===== config.mk =====
export PLATFORM = sky130hd
export DESIGN_NAME = pac_regs
export DESIGN_NICKNAME = d
export VERILOG_FILES = /design/src/rtl/pac_pkg.sv /design/src/rtl/pac_regs.sv
export SDC_FILE = /design/constraint.sdc
export NUM_CORES = 1
export LEC_CHECK = 0
export BUFFER_PORTS_ARGS = -buffer_cell sky130_fd_sc_hd__buf_2
export CAP_MARGIN = 40
export CORE_MARGIN = 5
export CORE_UTILIZATION = 60
export CTS_CLUSTER_SIZE = 20
export DETAILED_ROUTE_END_ITERATION = 10
export PLACE_DENSITY = 0.83
export SYNTH_ARGS = -nofsm -noshare
export SYNTH_HDL_FRONTEND = slang
export SYNTH_SLANG_ARGS = --single-unit
export TNS_END_PERCENT = 50

===== constraint.sdc =====
create_clock -name i_clock -period 14.7 [get_ports i_clock]
set_input_delay 3.675 -clock i_clock [delete_from_list [all_inputs] [get_ports i_clock]]
set_output_delay 3.675 -clock i_clock [all_outputs]
set_load 0.02 [all_outputs]

===== src/rtl/pac_pkg.sv =====
package pac_pkg;

  // Register indices as printed; byte address is four times the index
  localparam logic [13:0] IDX_LINE_DRIVER_CLASS  = 14'h0404;
  localparam logic [13:0] IDX_ENERGY_THRESHOLD   = 14'h040D;
  localparam logic [13:0] IDX_DC_CORRECTION      = 14'h0410;
  localparam logic [13:0] IDX_FILTER_CONTROL_ONE = 14'h0416;
  localparam logic [13:0] IDX_EQUALIZER_CONTROL  = 14'h0418;
  localparam logic [13:0] IDX_SUPPLY_OVERRIDE    = 14'h041F;
  localparam logic [13:0] IDX_SUPPLY_STATUS      = 14'h0421;
  localparam logic [13:0] IDX_DEEP_SLEEP_CONTROL = 14'h0428;
  localparam logic [13:0] IDX_DSP_CONFIG_SIX     = 14'h0450;
  localparam logic [13:0] IDX_IDLE_PATTERN_LOW   = 14'h0027;

  // Storage slots
  localparam int unsigned NUM_SLOTS  = 10;
  localparam logic [3:0] SLOT_LDC    = 4'h0;
  localparam logic [3:0] SLOT_THR    = 4'h1;
  localparam logic [3:0] SLOT_DC     = 4'h2;
  localparam logic [3:0] SLOT_FILT   = 4'h3;
  localparam logic [3:0] SLOT_EQ     = 4'h4;
  localparam logic [3:0] SLOT_SOVR   = 4'h5;
  localparam logic [3:0] SLOT_SSTAT  = 4'h6;
  localparam logic [3:0] SLOT_DSC    = 4'h7;
  localparam logic [3:0] SLOT_DSP6   = 4'h8;
  localparam logic [3:0] SLOT_IDLE   = 4'h9;

  // Reset values
  localparam logic [15:0] RST_LDC    = 16'h0020;
  localparam logic [15:0] RST_THR    = 16'h0008;
  localparam logic [15:0] RST_DC     = 16'h2000;
  localparam logic [15:0] RST_FILT   = 16'h0870;
  localparam logic [15:0] RST_EQ     = 16'h0000;
  localparam logic [15:0] RST_SOVR   = 16'h0000;
  localparam logic [15:0] RST_DSC    = 16'h0000;
  localparam logic [15:0] RST_DSP6   = 16'h0141;
  localparam logic [15:0] RST_IDLE   = 16'h0000;

  // Writable bit masks
  localparam logic [15:0] WMASK_ALL  = 16'hFFFF;
  localparam logic [15:0] WMASK_NONE = 16'h0000;
  localparam logic [15:0] WMASK_DSC  = 16'h003F;
  localparam logic [15:0] WMASK_IDLE = 16'h000F;

  // Line driver class codes
  localparam logic [15:0] LDC_CLASS_B = 16'h0020;
  localparam logic [15:0] LDC_CLASS_A = 16'h0024;

  // Field positions
  localparam int unsigned THR_LSB = 0;
  localparam int unsigned DC_FIXED_BIT = 14;
  localparam int unsigned FILT_LSB = 8;
  localparam int unsigned EQ_LSB = 8;
  localparam int unsigned SOVR_CORE_BIT = 12;
  localparam int unsigned SOVR_IO_LSB = 10;
  localparam int unsigned SST_CORE_BIT = 2;
  localparam int unsigned SST_IO_LSB = 0;
  localparam int unsigned DSC_IDLE_MSB_BIT = 5;
  localparam int unsigned DSC_IDLE_EN_BIT = 4;
  localparam int unsigned DSC_FAST_EXIT_BIT = 3;
  localparam int unsigned DSC_DEEP_EN_BIT = 2;
  localparam int unsigned DSP6_EQ_BYPASS_BIT = 13;
  localparam logic [1:0] IO_LEVEL_3V3 = 2'h3;
  localparam logic [1:0] IO_FORCE_3V3 = 2'h3;

  // AXI responses
  localparam logic [1:0] RESP_OKAY   = 2'h0;
  localparam logic [1:0] RESP_SLVERR = 2'h2;

  // Timing: exit durations in ms at a 25 MHz clock
  localparam longint unsigned CLOCK_HZ        = 64'd25000000;
  localparam longint unsigned EXIT_FAST_MS    = 64'd50;
  localparam longint unsigned EXIT_SLOW_MS    = 64'd100;
  localparam longint unsigned EXIT_FAST_CYCLES = EXIT_FAST_MS * CLOCK_HZ / 64'd1000;
  localparam longint unsigned EXIT_SLOW_CYCLES = EXIT_SLOW_MS * CLOCK_HZ / 64'd1000;

  // Deep sleep sequencer states
  typedef enum logic [1:0] {
    PAC_AWAKE  = 2'b00,
    PAC_ASLEEP = 2'b01,
    PAC_WAKING = 2'b10
  } pac_sleep_state_t;

  // Analog configuration driven into the front end
  typedef struct packed {
    logic       class_a;
    logic [4:0] energy_threshold;
    logic       fixed_dc;
    logic [4:0] filter_cutoff;
    logic [5:0] equalizer;
    logic       core_force_3v3;
    logic       io_force_3v3;
    logic       eq_cal_bypass;
  } pac_analog_cfg_t;

  // Detected supply levels
  typedef struct packed {
    logic       core_3v3;
    logic [1:0] io_level;
  } pac_supply_t;

endpackage


===== src/rtl/pac_regs.sv =====
// Added by the designer: the AXI4-Lite interface to the registers.
`timescale 1ns/1ns
module pac_regs #(
  parameter int unsigned ADDR_W      = 16,
  parameter int unsigned EXIT_FAST_N = int'(pac_pkg::EXIT_FAST_CYCLES),
  parameter int unsigned EXIT_SLOW_N = int'(pac_pkg::EXIT_SLOW_CYCLES)
) (
  // Clock and reset
  input  wire logic                    i_clock,
  input  wire logic                    i_rst,
  // AXI4-Lite write address
  input  wire logic                    s_axi_awvalid,
  output logic                         s_axi_awready,
  input  wire logic [ADDR_W-1:0]       s_axi_awaddr,
  // AXI4-Lite write data
  input  wire logic                    s_axi_wvalid,
  output logic                         s_axi_wready,
  input  wire logic [31:0]             s_axi_wdata,
  input  wire logic [3:0]              s_axi_wstrb,
  // AXI4-Lite write response
  output logic                         s_axi_bvalid,
  input  wire logic                    s_axi_bready,
  output logic [1:0]                   s_axi_bresp,
  // AXI4-Lite read address
  input  wire logic                    s_axi_arvalid,
  output logic                         s_axi_arready,
  input  wire logic [ADDR_W-1:0]       s_axi_araddr,
  // AXI4-Lite read data
  output logic                         s_axi_rvalid,
  input  wire logic                    s_axi_rready,
  output logic [31:0]                  s_axi_rdata,
  output logic [1:0]                   s_axi_rresp,
  // Supply detection and power down from the rest of the transceiver
  input  wire pac_pkg::pac_supply_t    i_supply_detected,
  input  wire logic                    i_std_power_down,
  // Analog configuration and power state
  output pac_pkg::pac_analog_cfg_t     o_analog_cfg,
  output logic                         o_deep_power_down,
  output logic                         o_deep_exiting,
  // Idle test pattern to the transmitter
  output logic                         o_idle_pattern_en,
  output logic                         o_idle_pattern_bit
);

  localparam int unsigned WAKE_W = 23;

  initial begin
    if (ADDR_W < 16 || ADDR_W > 32) begin
      $error("ADDR_W must cover the register map");
    end
    if (EXIT_FAST_N < 1 || EXIT_SLOW_N < 1 || EXIT_SLOW_N >= (1 << WAKE_W)) begin
      $error("Exit counts out of range");
    end
  end

  // Map a word index onto a storage slot
  function automatic logic [4:0] decode_slot(input logic [13:0] idx);
    logic [4:0] res;
    res = {1'b0, 4'h0};
    unique case (idx)
      pac_pkg::IDX_LINE_DRIVER_CLASS:  res = {1'b1, pac_pkg::SLOT_LDC};
      pac_pkg::IDX_ENERGY_THRESHOLD:   res = {1'b1, pac_pkg::SLOT_THR};
      pac_pkg::IDX_DC_CORRECTION:      res = {1'b1, pac_pkg::SLOT_DC};
      pac_pkg::IDX_FILTER_CONTROL_ONE: res = {1'b1, pac_pkg::SLOT_FILT};
      pac_pkg::IDX_EQUALIZER_CONTROL:  res = {1'b1, pac_pkg::SLOT_EQ};
      pac_pkg::IDX_SUPPLY_OVERRIDE:    res = {1'b1, pac_pkg::SLOT_SOVR};
      pac_pkg::IDX_SUPPLY_STATUS:      res = {1'b1, pac_pkg::SLOT_SSTAT};
      pac_pkg::IDX_DEEP_SLEEP_CONTROL: res = {1'b1, pac_pkg::SLOT_DSC};
      pac_pkg::IDX_DSP_CONFIG_SIX:     res = {1'b1, pac_pkg::SLOT_DSP6};
      pac_pkg::IDX_IDLE_PATTERN_LOW:   res = {1'b1, pac_pkg::SLOT_IDLE};
      default:                         res = {1'b0, 4'h0};
    endcase
    return res;
  endfunction

  // Reset value of each slot
  function automatic logic [15:0] slot_reset(input int unsigned s);
    logic [15:0] v;
    v = 16'h0000;
    case (s)
      0:       v = pac_pkg::RST_LDC;
      1:       v = pac_pkg::RST_THR;
      2:       v = pac_pkg::RST_DC;
      3:       v = pac_pkg::RST_FILT;
      4:       v = pac_pkg::RST_EQ;
      5:       v = pac_pkg::RST_SOVR;
      7:       v = pac_pkg::RST_DSC;
      8:       v = pac_pkg::RST_DSP6;
      9:       v = pac_pkg::RST_IDLE;
      default: v = 16'h0000;
    endcase
    return v;
  endfunction

  // Bits that software may change in each slot
  function automatic logic [15:0] slot_wmask(input int unsigned s);
    logic [15:0] m;
    m = pac_pkg::WMASK_ALL;
    case (s)
      6:       m = pac_pkg::WMASK_NONE;
      7:       m = pac_pkg::WMASK_DSC;
      9:       m = pac_pkg::WMASK_IDLE;
      default: m = pac_pkg::WMASK_ALL;
    endcase
    return m;
  endfunction

  // Bus channel holding registers and register storage
  logic              aw_full_r;
  logic [13:0]       aw_idx_r;
  logic              w_full_r;
  logic [15:0]       w_data_r;
  logic [1:0]        w_strb_r;
  logic              bvalid_r;
  logic [1:0]        bresp_r;
  logic              rvalid_r;
  logic [31:0]       rdata_r;
  logic [1:0]        rresp_r;
  logic [15:0]       regs_r [pac_pkg::NUM_SLOTS];

  // Handshakes: each address or data beat is held until the pair completes
  assign s_axi_awready = !aw_full_r && !bvalid_r;
  assign s_axi_wready  = !w_full_r && !bvalid_r;
  assign s_axi_arready = !rvalid_r;
  assign s_axi_bvalid  = bvalid_r;
  assign s_axi_bresp   = bresp_r;
  assign s_axi_rvalid  = rvalid_r;
  assign s_axi_rdata   = rdata_r;
  assign s_axi_rresp   = rresp_r;

  wire         aw_take  = s_axi_awvalid && s_axi_awready;
  wire         w_take   = s_axi_wvalid && s_axi_wready;
  wire         ar_take  = s_axi_arvalid && s_axi_arready;
  wire         wr_fire  = aw_full_r && w_full_r && !bvalid_r;
  wire [4:0]   wr_dec   = decode_slot(aw_idx_r);
  wire         wr_hit   = wr_dec[4];
  wire [3:0]   wr_slot  = wr_dec[3:0];
  wire [13:0]  ar_idx   = s_axi_araddr[15:2];
  wire [4:0]   rd_dec   = decode_slot(ar_idx);
  wire [15:0]  wr_bmask = {{8{w_strb_r[1]}}, {8{w_strb_r[0]}}};

  // Address and data beats may arrive in either order
  always_ff @(posedge i_clock or posedge i_rst) begin
    if (i_rst) begin
      aw_full_r <= 1'b0;
      aw_idx_r  <= 14'h0000;
    end else if (aw_take) begin
      aw_full_r <= 1'b1;
      aw_idx_r  <= s_axi_awaddr[15:2];
    end else if (wr_fire) begin
      aw_full_r <= 1'b0;
    end
  end

  always_ff @(posedge i_clock or posedge i_rst) begin
    if (i_rst) begin
      w_full_r <= 1'b0;
      w_data_r <= 16'h0000;
      w_strb_r <= 2'h0;
    end else if (w_take) begin
      w_full_r <= 1'b1;
      w_data_r <= s_axi_wdata[15:0];
      w_strb_r <= s_axi_wstrb[1:0];
    end else if (wr_fire) begin
      w_full_r <= 1'b0;
    end
  end

  // Response follows the write one cycle after both beats are in
  always_ff @(posedge i_clock or posedge i_rst) begin
    if (i_rst) begin
      bvalid_r <= 1'b0;
      bresp_r  <= pac_pkg::RESP_OKAY;
    end else if (wr_fire) begin
      bvalid_r <= 1'b1;
      bresp_r  <= wr_hit ? pac_pkg::RESP_OKAY : pac_pkg::RESP_SLVERR;
    end else if (s_axi_bready) begin
      bvalid_r <= 1'b0;
    end
  end

  // Register storage; read-only bits never change, reserved RW bits keep writes
  for (genvar s = 0; s < pac_pkg::NUM_SLOTS; s++) begin : g_slot
    localparam logic [15:0] WM = slot_wmask(s);
    wire sel = wr_fire && wr_hit && (wr_slot == 4'(s));
    always_ff @(posedge i_clock or posedge i_rst) begin
      if (i_rst) begin
        regs_r[s] <= slot_reset(s);
      end else if (sel) begin
        regs_r[s] <= (regs_r[s] & ~(WM & wr_bmask)) | (w_data_r & WM & wr_bmask);
      end
    end
  end

  // Effective supply levels: override wins over detection
  pac_pkg::pac_supply_t supply_eff;
  wire [15:0] sovr_w = regs_r[pac_pkg::SLOT_SOVR];
  assign supply_eff.core_3v3 = sovr_w[pac_pkg::SOVR_CORE_BIT] |
                               i_supply_detected.core_3v3;
  assign supply_eff.io_level =
      (sovr_w[pac_pkg::SOVR_IO_LSB +: 2] == pac_pkg::IO_FORCE_3V3) ?
      pac_pkg::IO_LEVEL_3V3 : i_supply_detected.io_level;

  // Read-only status view
  wire [15:0] status_w = {13'h0000, supply_eff.core_3v3, supply_eff.io_level};

  wire [15:0] rd_word = (rd_dec[3:0] == pac_pkg::SLOT_SSTAT) ? status_w :
                        regs_r[rd_dec[3:0]];

  // Read answer one cycle after the address is taken; unmapped reads zero
  always_ff @(posedge i_clock or posedge i_rst) begin
    if (i_rst) begin
      rvalid_r <= 1'b0;
      rdata_r  <= 32'h0000_0000;
      rresp_r  <= pac_pkg::RESP_OKAY;
    end else if (ar_take) begin
      rvalid_r <= 1'b1;
      rdata_r  <= rd_dec[4] ? {16'h0000, rd_word} : 32'h0000_0000;
      rresp_r  <= rd_dec[4] ? pac_pkg::RESP_OKAY : pac_pkg::RESP_SLVERR;
    end else if (s_axi_rready) begin
      rvalid_r <= 1'b0;
    end
  end

  // Analog configuration decode
  wire [15:0] dsc_w = regs_r[pac_pkg::SLOT_DSC];
  assign o_analog_cfg.class_a =
      (regs_r[pac_pkg::SLOT_LDC] == pac_pkg::LDC_CLASS_A);
  assign o_analog_cfg.energy_threshold =
      regs_r[pac_pkg::SLOT_THR][pac_pkg::THR_LSB +: 5];
  assign o_analog_cfg.fixed_dc =
      regs_r[pac_pkg::SLOT_DC][pac_pkg::DC_FIXED_BIT];
  assign o_analog_cfg.filter_cutoff =
      regs_r[pac_pkg::SLOT_FILT][pac_pkg::FILT_LSB +: 5];
  assign o_analog_cfg.equalizer =
      regs_r[pac_pkg::SLOT_EQ][pac_pkg::EQ_LSB +: 6];
  assign o_analog_cfg.core_force_3v3 = sovr_w[pac_pkg::SOVR_CORE_BIT];
  assign o_analog_cfg.io_force_3v3 =
      (sovr_w[pac_pkg::SOVR_IO_LSB +: 2] == pac_pkg::IO_FORCE_3V3);
  assign o_analog_cfg.eq_cal_bypass =
      regs_r[pac_pkg::SLOT_DSP6][pac_pkg::DSP6_EQ_BYPASS_BIT];

  // Deep power down sequencer
  pac_pkg::pac_sleep_state_t sleep_r;
  pac_pkg::pac_sleep_state_t sleep_nxt;
  logic [WAKE_W-1:0]         wake_cnt_r;
  logic [WAKE_W-1:0]         wake_cnt_nxt;

  wire deep_req  = dsc_w[pac_pkg::DSC_DEEP_EN_BIT];
  wire fast_exit = dsc_w[pac_pkg::DSC_FAST_EXIT_BIT];
  wire [WAKE_W-1:0] exit_load = fast_exit ? WAKE_W'(EXIT_FAST_N - 1) :
                                            WAKE_W'(EXIT_SLOW_N - 1);

  // Deep sleep is entered from awake only on top of standard power down; a request while waking re-enters it directly
  always_comb begin
    sleep_nxt    = sleep_r;
    wake_cnt_nxt = wake_cnt_r;
    unique case (sleep_r)
      pac_pkg::PAC_AWAKE: begin
        if (deep_req && i_std_power_down) begin
          sleep_nxt = pac_pkg::PAC_ASLEEP;
        end
      end
      pac_pkg::PAC_ASLEEP: begin
        if (!deep_req) begin
          sleep_nxt    = pac_pkg::PAC_WAKING;
          wake_cnt_nxt = exit_load;
        end
      end
      pac_pkg::PAC_WAKING: begin
        if (deep_req) begin
          sleep_nxt = pac_pkg::PAC_ASLEEP;
        end else if (wake_cnt_r == '0) begin
          sleep_nxt = pac_pkg::PAC_AWAKE;
        end else begin
          wake_cnt_nxt = wake_cnt_r - WAKE_W'(1);
        end
      end
      default: begin
        sleep_nxt = pac_pkg::PAC_AWAKE;
      end
    endcase
  end

  always_ff @(posedge i_clock or posedge i_rst) begin
    if (i_rst) begin
      sleep_r    <= pac_pkg::PAC_AWAKE;
      wake_cnt_r <= '0;
    end else begin
      sleep_r    <= sleep_nxt;
      wake_cnt_r <= wake_cnt_nxt;
    end
  end

  assign o_deep_power_down = (sleep_r == pac_pkg::PAC_ASLEEP);
  assign o_deep_exiting    = (sleep_r == pac_pkg::PAC_WAKING);

  // Idle test pattern: a one followed by N zeros, repeating
  wire [4:0] idle_count = {dsc_w[pac_pkg::DSC_IDLE_MSB_BIT],
                           regs_r[pac_pkg::SLOT_IDLE][3:0]};
  wire       idle_en    = dsc_w[pac_pkg::DSC_IDLE_EN_BIT];
  logic [4:0] zero_cnt_r;
  logic       idle_bit_r;

  // Zero count clears the shifter so no stale pattern leaks out
  always_ff @(posedge i_clock or posedge i_rst) begin
    if (i_rst) begin
      zero_cnt_r <= 5'h00;
      idle_bit_r <= 1'b0;
    end else if (!idle_en || idle_count == 5'h00) begin
      zero_cnt_r <= 5'h00;
      idle_bit_r <= 1'b0;
    end else if (zero_cnt_r == 5'h00) begin
      zero_cnt_r <= idle_count;
      idle_bit_r <= 1'b1;
    end else begin
      zero_cnt_r <= zero_cnt_r - 5'h01;
      idle_bit_r <= 1'b0;
    end
  end

  assign o_idle_pattern_en  = idle_en;
  assign o_idle_pattern_bit = idle_bit_r;

endmodule


# == After elaboration in Yosys (flattened, before gate mapping) ==
# Index checks and enable logic that the tools add are counted.
# word_totals
out_inout_bits,66
reg_bits,247
input_bits,79
word_cells,157
# classes
bitwise,26
eq_ne,38
muxes,31
n_lt_le_gt_ge,1
add_sub_neg,2
reduce_logical,36
# op_table
op,n
14-bit by 11-bit == test with 1-bit output (second input constant),18
16-bit bitwise AND,10
16-bit OR,9
5-bit case mux with 10 select lines,2
23-bit two-way mux,3
16-bit binary-select mux with 4-bit select,1
16-bit two-way mux,4
23-bit case mux with 2 select lines,1
14-bit by 6-bit == test with 1-bit output (second input constant),2
23-bit logical NOT,1
23-bit by 1-bit subtractor with 23-bit output (second input constant),1
22-bit two-way mux,1
1-bit logical AND,18
4-bit by 16-bit bitwise AND with 16-bit output,1
6-bit by 16-bit bitwise AND with 16-bit output,1
16-bit by 6-bit == test with 1-bit output (second input constant),1
4-bit by 3-bit == test with 1-bit output (second input constant),4
16-bit inverter,1
4-bit inverter with 16-bit output,1
6-bit inverter with 16-bit output,1
2-bit two-way mux,7
5-bit logical NOT,2
5-bit two-way mux,2
2-bit nonzero test,5
19 further kinds,37

# == Logic depth before layout (Yosys ltp) ==
# Gate-level depths: netlist of run 1.
# depth
depth_word,8
depth_mapped,11
ltp_nobuf,10

# == Worst setup path before layout of run 1 ==
# OpenSTA, ideal clock, no wires.
# synth_path
kind,input to register
startpoint,in s_axi_araddr[5]
endpoint,"reg rdata_r[12], in the netlist s_axi_rdata[12]"
setup_ns,0.138
path_stages,9
setup_slack_ns,8.885
n_path_buf,2
arrival_ns,5.677
t_required_ns,14.562
cell_sequence,buf_2 -> and4b_1 -> o2111a_1 -> o21a_1 -> nor2_1 -> buf_6 -> mux2_2 -> a2111oi_0 -> o21ai_1
# synth_via
elab_chain_cells,8
word_cells_on_any_way,18
classes_between,eq/ne (11); mux (6); bitwise (1)
# synth_lines
element,line,source
start: declaration,pac_regs.sv:27,"input wire logic [ADDR_W-1:0] s_axi_araddr,"
14-bit by 6-bit == test with 1-bit output / 14-bit by 11-bit == test with 1-bit output (equally long branches),pac_regs.sv:60,unique case (idx)
5-bit case mux with 10 select lines *,pac_regs.sv:60,
4-bit inverter with 5-bit output (not written as such),pac_regs.sv:208,regs_r[rd_dec[3:0]];
16-bit binary-select mux with 4-bit select,pac_regs.sv:208,
16-bit two-way mux (not written as such) (2 in series),pac_regs.sv:208,
16-bit two-way mux,pac_regs.sv:207,wire [15:0] rd_word = (rd_dec[3:0] == pac_pkg::SLOT_SSTAT) ? status_w :
16-bit two-way mux *,pac_regs.sv:218,"rdata_r <= rd_dec[4] ? {16'h0000, rd_word} : 32'h0000_0000;"
end signal: assignment,pac_regs.sv:218,
end: declaration,pac_regs.sv:117,logic [31:0] rdata_r;
# Every way passes the cells marked *; elsewhere a longest branch is shown, timed or not. The select of a mux whose other input is x is not followed.
# A chain may end at the register's enable or synchronous reset.

# == Worst setup path after layout of run 1 ==
# layout_path
startpoint,in s_axi_araddr[3]
endpoint,"reg rdata_r[15], in the netlist s_axi_rdata[15]"
# Same word-level chain as after synthesis.

==> out/metrics.cfg, run 1 <==
[cells_and_area]
nFillCells=1235
nNetsFinal=1089
layout_commonest_cell=dfrtp_1
drive_gt1_share_pct=35.3
area_growth_pct=11.8
final_cell_mix=197 x dfrtp_1, 149 x mux2_2, 104 x buf_2
seq_area_um2=5190
multi_input_area_um2=4960

[placement]
dp_hpwl_mm=17.1
place_congestion=0.881
port-buffer-count=104

[global_route]
grt_overflow_total=0
grtUsageTotal_pct=25.2
grt_max_degree=127
grt_pass1_wl_mm=41.2
antenna_found_initial=0
grt_pass1_vias=7764

[timing]
hold_viol=0
finalClockSkew_ps=9.78
setup_tns_ps=0
setup_viol=0
worst_slew_margin_rel_pct=42.1
finalCritPeriodShare_pct=43.9
maxSlewViolCount=0
grt_setup_unrepaired=false
worst_pin_slew_ps=867
period_minus_slack_ps=6460
fmax_ghz=0.155

[setup_path]
cp-start-kind=input port
endpoint_kind=flop
critical_path_class=input port to flop
worstPathArrival_ps=6790
required_ps=15040
reg2reg_setup_slack_ps=11430
cp_max_fo=30

[pwr]
ir_drop_uv=111
switching_share_pct=28.9
power_switching_mw=0.426
seqPwrFrac_pct=49.4
combPwrFrac_pct=12.9
finalPower_mw=1.48
internal_power_mw=1.05
leakagePower_nw=5.54
power_density_nw_per_um2=124
p_clk_share_pct=37.7

[synth]
ys.flop_type=dfrtp_1
synth-seq-cells=207
syn_avg_cell_area_um2=11.4
netlist_area_um2=10600
post_synth_num_cell_types=78
synthArstFlopShare_pct=100
yosys_warnings=0
yosysSeqAreaShare_pct=48.8
synth_edf_count=0
synthCells=934

[run_status]
status=complete, no violations

[drt]
wirelength_mm=25.7
wire_per_inst_um=20.6
vias=7842
drc_errors=0
dr.pass1.iters=5
drtIter0Drc=595
postRouteAntennaNets=0
via_per_inst=6.27

[die]
core_um2=17400
fp.dieW_um=143
die-area_um2=20500
initial_core_util_pct=61.3
ioPinCount=145
die-height_um=143
rows=48

[clock_network]
cts_resized=0
tritoncts=built
root_buffer=clkbuf_16
h-tree-depth=1
postCtsSetupRepairBufs=0
cts_buffer_depth=3
clock_sinks=207
clkTransAtPathRegs_ps=60
cts_made_buffers=22
post_cts_hold_buffer_count=0
clk_latency_ps=500

[worst_hold_path]
min_path_type=flop to flop

[job]
cap_violations=0

[power groups by stage]
stage / Combinational (mW) / Clock [mW] / Sequential, mW
floorplan: 0.175 / 0 / 0.681
global placement: 0.181 / 0 / 0.731
detailed placement: 0.191 / 0 / 0.734
CTS: 0.193 / 0.564 / 0.725
global route: 0.212 / 0.591 / 0.739
finish: 0.191 / 0.557 / 0.729
[stage by stage]
| stage | hold slack [ps] | cells | area [um^2] | util, % | setup WS [ps] |
|---|---|---|---|---|---|
| after floorplan | 448 | 951 | 10700 | - | 5390 |
| after global placement | 460 | 1205 | 11100 | 63.8 | 7780 |
| after detailed placement | 469 | 1209 | 11100 | 64.2 | 7800 |
| after CTS | 482 | 1249 | 11900 | 68.5 | 8290 |
| after global routing | 503 | 1249 | 11900 | 68.5 | 7990 |
| final | 478 | 1250 | 11900 | 68.5 | 8240 |
[cell type report]
class	count	share of cell area (%)
diodes	1	0.0210
clock buffers	34	5.69
clock inverters	6	0.505
inverters	15	0.537
multi-input cells	646	41.7
flip-flops and latches	207	43.7
well taps	225	2.37
repair buffers	116	5.46
[routing by layer]
layer | GRT usage (%) | up-vias | share of wire (%)
li1 | - | 3547 | -
met1 | 34.4 | 3898 | 42
met2 | 40.2 | 341 | 46
met3 | 6.43 | 56 | 8.4
met4 | 7.50 | 0 | 2.9
met5 | 0 | - | 0
[cells by family after synthesis]
logic type	synth area share, %
multiplexers	18.9
XOR/XNOR	0.988
AO/OA/AOI/OAI	11.0
other	0.0353
adder cells (fa/ha/maj)	0.235
flip-flops	48.8
buffers and inverters	5.26
AND/OR/NAND/NOR	14.8
[synthesized netlist by cell type, types with 7 or more instances]
library cell	number	area, um^2
dfrtp_1	197	4930
mux2_2	149	1680
nand2_1	53	199
o21ai_0	51	255
a21oi_1	44	220
nor2_1	43	161
buf_4	37	278
nand3_1	33	165
clkbuf_1	25	93.8
and2_1	19	119
mux2_4	16	240
inv_1	13	48.8
buf_2	12	60.1
nor3_1	12	60.1
a2111oi_0	11	96.3
nor3_4	11	179
nor4_1	11	68.8
nor4b_1	11	96.3
and3_1	10	62.6
dfstp_2	10	263
a211oi_1	9	67.6
mux2i_1	9	90.1
xor2_1	9	78.8
a31oi_1	7	43.8
[critical path, cell delays in order]
cell and delay, ps:
buf_2 140, nor4_1 590, a22o_1 330, nand2_1 70, buf_4 260, nand2_1 500, mux2_2 410, a2111oi_0 660
o21ai_0 150
[worst paths after layout]
path	startpoint	end	cells past startpoint
max	s_axi_araddr[3]	s_axi_rdata[15]$_DFFE_PP0P_	9
min	s_axi_rdata[13]$_DFFE_PP0P_	s_axi_rdata[13]$_DFFE_PP0P_	2
max reg2reg	wake_cnt_r[0]$_DFFE_PP0P_	wake_cnt_r[14]$_DFFE_PP0P_	10
min reg2reg	s_axi_rdata[13]$_DFFE_PP0P_	s_axi_rdata[13]$_DFFE_PP0P_	2
max in group asynchronous	i_rst	async pin	4
min in group asynchronous	i_rst	w_data_r[9]$_DFFE_PP0P_	2
(Power assumes the default switching activity.)
==> run 2: changes to the inputs <==
CORE_UTILIZATION = 58   (was 60)
PLACE_DENSITY = 0.8   (was 0.83)
clock period = 6.15 ns   (was 14.7 ns; I/O delays follow)
==> out/metrics.cfg, run 2 (synthesis results as in run 1) <==
[setup_path]
reg2reg_setup_slack_ps=2680
required_ps=6500
r2r_cells=10
endpoint_kind=flop
cp_max_fo=21
timing.rr.end=wake_cnt_r[14]$_DFFE_PP0P_
worstPathArrival_ps=4430
timing.rr.start=wake_cnt_r[0]$_DFFE_PP0P_
cpPeakStageDelay_ps=770
critical_path_class=input port to flop
cp_slowest_cell=a2111oi_0
cp-start-kind=input port
path_cells=buf_2, nor4_1, a22o_1, and2_1, buf_4, nor2_2, mux2_2, a2111oi_0, o21ai_1

[die]
die-height_um=145
core_um2=18000
rows=49
fp.dieW_um=145
initial_core_util_pct=59.0
ioPinCount=145
die-area_um2=21100

[timing]
maxSlewViolCount=0
finalClockSkew_ps=9.88
hold_viol=0
worst_pin_slew_ps=1050
grt_setup_unrepaired=false
fmax_ghz=0.245
holdWs_ps=480
period_minus_slack_ps=4080
finalCritPeriodShare_pct=66.3
setup_tns_ps=0
finalWorstSetupSlack_ps=2070
setup_viol=0
worst_slew_margin_rel_pct=29.2

[cells_and_area]
area_growth_pct=12.2
design_area_um2=11900
layout_commonest_cell=dfrtp_1
seq_area_um2=5190
nFillCells=1339
multi_input_area_um2=4970
final_cell_mix=197 x dfrtp_1, 149 x mux2_2, 104 x buf_2
drive_gt1_share_pct=35.4
nNetsFinal=1094

[placement]
pre_cts_ws_ps=1660
port-buffer-count=104
dpl_cell_area_um2=11200
dp_hpwl_mm=17.1
place_congestion=0.860

[global_route]
grtUsageTotal_pct=24.1
grt_overflow_total=0
grt_pass1_vias=7930
grt_pass1_wl_mm=42.3
grt_max_degree=148
antenna_found_initial=2

[drt]
dr.pass1.iters=5
wire_per_inst_um=20.6
drtIter0Drc=681
vias=7825
via_per_inst=6.21
postRouteAntennaNets=0
drc_errors=0
wirelength_mm=26.0

[clock_network]
post_cts_hold_buffer_count=0
root_buffer=clkbuf_16
h-tree-depth=1
postCtsSetupRepairBufs=0
cts_buffer_depth=3
cts_made_buffers=24
cts_resized=0
clock_sinks=207
tritoncts=built
clk_latency_ps=500
clkTransAtPathRegs_ps=60

[pwr]
ir_drop_uv=272
power_density_nw_per_um2=298
leakagePower_nw=5.56
finalPower_mw=3.55

[worst_hold_path]
hold_depth=2
min_to=s_axi_rdata[10]$_DFFE_PP0P_
min-delay-start=s_axi_rdata[10]$_DFFE_PP0P_
min_path_type=flop to flop

[run_status]
status=complete, no violations

[job]
cap_violations=0

==> run 2: cell types whose count changed in the layout (fill, tap and decap cells not counted), sizes merged <==
cell	previous run	this run
clkinv	5	6
bufinv	1	0
clkinvlp	2	1
clkbuf	34	40
buf	116	119
inv	13	12
==> run 2: final cells by class <==
type                    count  share of cell area [%]
repair buffers            119                    5.50
clock inverters             4                   0.199
well taps                 229                    2.40
inverters                  15                   0.503
multi-input cells         646                    41.6
clock buffers              40                    6.22
flip-flops and latches    207                    43.5
diodes                      1                  0.0210
==> run 2: through the flow <==
stage	utilization, %	instances
after floorplan	-	951
after detailed placement	61.9	1216
after global placement	61.8	1214
final	66.2	1261
after CTS	66.2	1260
after global routing	66.2	1260
==> run 2: critical path, delay by kind of cell <==
family / cells / cell delay (ps)
AO/OA/AOI/OAI: 3 / 1230
multiplexers: 1 / 300
buffers and inverters: 2 / 400
AND/OR/NAND/NOR: 3 / 940
==> run 2: worst max-delay path by stage <==
stage,slack [ps],start,cells past startpoint,to
after floorplan,1930,i_rst,1,async pin
after detailed placement,1660,s_axi_araddr[3],9,s_axi_rdata[7]$_DFFE_PP0P_
after CTS,2190,s_axi_araddr[3],9,s_axi_rdata[7]$_DFFE_PP0P_
final,2070,s_axi_araddr[3],9,s_axi_rdata[7]$_DFFE_PP0P_
after global routing,1950,s_axi_araddr[3],9,s_axi_rdata[7]$_DFFE_PP0P_
after global placement,1830,s_axi_araddr[3],9,s_axi_rdata[7]$_DFFE_PP0P_
==> run 2: routing by layer <==
layer  vias up  global-route usage [%]  wire length [um]
met5         -                       0                32
met4         4                    7.09               785
met3        60                    5.36              1720
met2       284                    40.0             12400
met1      3924                    32.1             11100
li1       3553                       -                 -
==> run 2: where the power goes <==
group / internal, mW / switching, mW
registers: 1.50 / 0.248
clock network: 0.819 / 0.535
logic: 0.217 / 0.237
total: 2.53 / 1.02
==> run 3: changes to the inputs <==
ABC_AREA = 1   (was default)
CORE_UTILIZATION = 52   (was 58)
PLACE_DENSITY = 0.76   (was 0.8)
clock period = 3.58 ns   (was 6.15 ns; I/O delays follow)
==> out/metrics.cfg, run 3 <==
[setup_path]
critical_path_class=flop to output port
crit_cells=4
cpPeakStageDelay_ps=410
worstPathArrival_ps=1780
critPathTopFamily=simple AND/OR/NAND/NOR gates
cp_slowest_cell=nor4_1
required_ps=2680
cp_max_fo=3
cp-start-kind=flop
endpoint_kind=output port
cp_num_buf_inv=1
r2r_cells=14
path_cells=nor4_1, nand2_1, nor2_1, buf_2

[global_route]
grt_max_degree=68
grt_pass1_wl_mm=41.9
grt_pass1_vias=8397
grtUsageTotal_pct=21.4
antenna_found_initial=0
grt_overflow_total=0

[synth]
syn_avg_cell_area_um2=7.72
netlist_area_um2=10500
synthCells=1359
ys.flop_type=dfrtp_1
synth_area_leader_cell=dfrtp_1
synth_common_cells=392 x nand2_1, 197 x dfrtp_1, 141 x inv_1, 137 x o21ai_0, 116 x nor2_1
synth_top_area_share_pct=47.0
synth-seq-cells=207
yosysSeqAreaShare_pct=49.5
yosys_warnings=0
post_synth_num_cell_types=44
synth_area_leaders=dfrtp_1 47%, nand2_1 14%, o21ai_0 6.5%
synth_edf_count=0
synthArstFlopShare_pct=100
synth.most_common_cell=nand2_1

[cells_and_area]
area_growth_pct=13.1
instances_no_fill=1728
nNetsFinal=1522
n_antenna_cell=0
final_cell_mix=392 x nand2_1, 197 x dfrtp_1, 140 x inv_1
drive_gt1_share_pct=14.5
design_area_um2=11900
layout_commonest_cell=nand2_1

[die]
die-height_um=152
ioPinCount=145
rows=52
core_um2=20000
fp.dieW_um=152
die-area_um2=23100
initial_core_util_pct=52.3

[timing]
maxSlewViolCount=0
worst_pin_slew_ps=689
finalCritPeriodShare_pct=74.8
holdWs_ps=473
fmax_ghz=0.373
setup_tns_ps=0
worst_slew_margin_rel_pct=54.0
grt_setup_unrepaired=false
finalClockSkew_ps=22.1
period_minus_slack_ps=2680
hold_viol=0
setup_viol=0

[pwr]
p_clk_share_pct=40.2
internal_power_mw=4.15
finalPower_mw=5.85
ir_drop_uv=555
power_density_nw_per_um2=493
switching_share_pct=29.1
seqPwrFrac_pct=46.4
power_switching_mw=1.70
combPwrFrac_pct=13.4
leakagePower_nw=6.09

[drt]
drtIter0Drc=830
dr.pass1.iters=6
vias=9081
wirelength_mm=25.3
postRouteAntennaNets=0
drc_errors=0
wire_per_inst_um=14.6
via_per_inst=5.26

[placement]
dp_hpwl_mm=17.9
dpl_cell_area_um2=11100
dp_cells=1686
port-buffer-count=104
place_congestion=0.858

[clock_network]
tritoncts=built
postCtsSetupRepairBufs=0
clk_latency_ps=520
clock_sinks=207
root_buffer=clkbuf_16
cts_resized=0
post_cts_hold_buffer_count=0
cts_buffer_depth=3
clkTransAtPathRegs_ps=60
h-tree-depth=1
cts_made_buffers=23

[job]
cap_violations=0

[run_status]
status=complete, no violations

[worst_hold_path]
hold_depth=2
min_path_type=flop to flop

-- run 3: through the flow --
stage / setup slack [ps] / utilization [%]
4_1_cts: 847 / 59.2
3_3_place_gp: 546 / 55.5
3_5_place_dp: 506 / 55.5
6_report: 902 / 59.2
2_1_floorplan: 6.92 / -
5_1_grt: 684 / 59.2
-- run 3: worst paths after layout --
check | start | end | slack (ps)
min in group asynchronous | i_rst | async pin | 480
max | flop | o_analog_cfg[20] | 900
max reg2reg | wake_cnt_r[0]$_DFFE_PP0P_ | wake_cnt_r[20]$_DFFE_PP0P_ | 1090
max in group asynchronous | i_rst | async pin | 2330
min | flop | flop | 470
min reg2reg | flop | flop | 470
-- run 3: kinds of logic after synthesis --
family,share of synthesized area [%]
simple gates,26.2
compound gates,12.9
buf+inv,9.83
flops,49.5
xor+xnor,0.584
mux,0.751
fa+ha+maj,0.239
other cells,0.0357
-- run 3: cell type report --
cell class / count / area (um^2)
tap: 270 / 338
multi-input combinational: 940 / 4330
clock buffer: 34 / 647
fill: 1796 / 8170
clock inverter: 8 / 105
sequential: 207 / 5190
inverter: 149 / 563
timing repair buffer: 120 / 691
-- run 3: worst min-delay path: cells and delay by family, from the launching register on --
kind             cells  cell delay [ps]
AND/OR/NAND/NOR      2               90
flip-flops           1              340
-- run 3: power groups by stage --
| stage | registers [mW] | logic, mW | clock network (mW) |
|---|---|---|---|
| 6_report | 2.72 | 0.786 | 2.35 |
| 5_1_grt | 2.75 | 0.882 | 2.50 |
| 4_1_cts | 2.72 | 0.789 | 2.40 |
| 3_5_place_dp | 2.76 | 0.786 | 0 |
| 3_3_place_gp | 2.75 | 0.767 | 0 |
| 2_1_floorplan | 2.70 | 0.579 | 0 |
-- run 3: routing by layer --
layer / share of wire [%] / track usage [%] / vias to the layer above / wire [um]
li1: - / - / 4492 / -
met1: 47 / 32.0 / 4237 / 11900
met2: 43 / 31.9 / 318 / 10900
met3: 8.5 / 4.78 / 34 / 2140
met4: 1.5 / 4.84 / 0 / 375
met5: 0 / 0 / - / 0
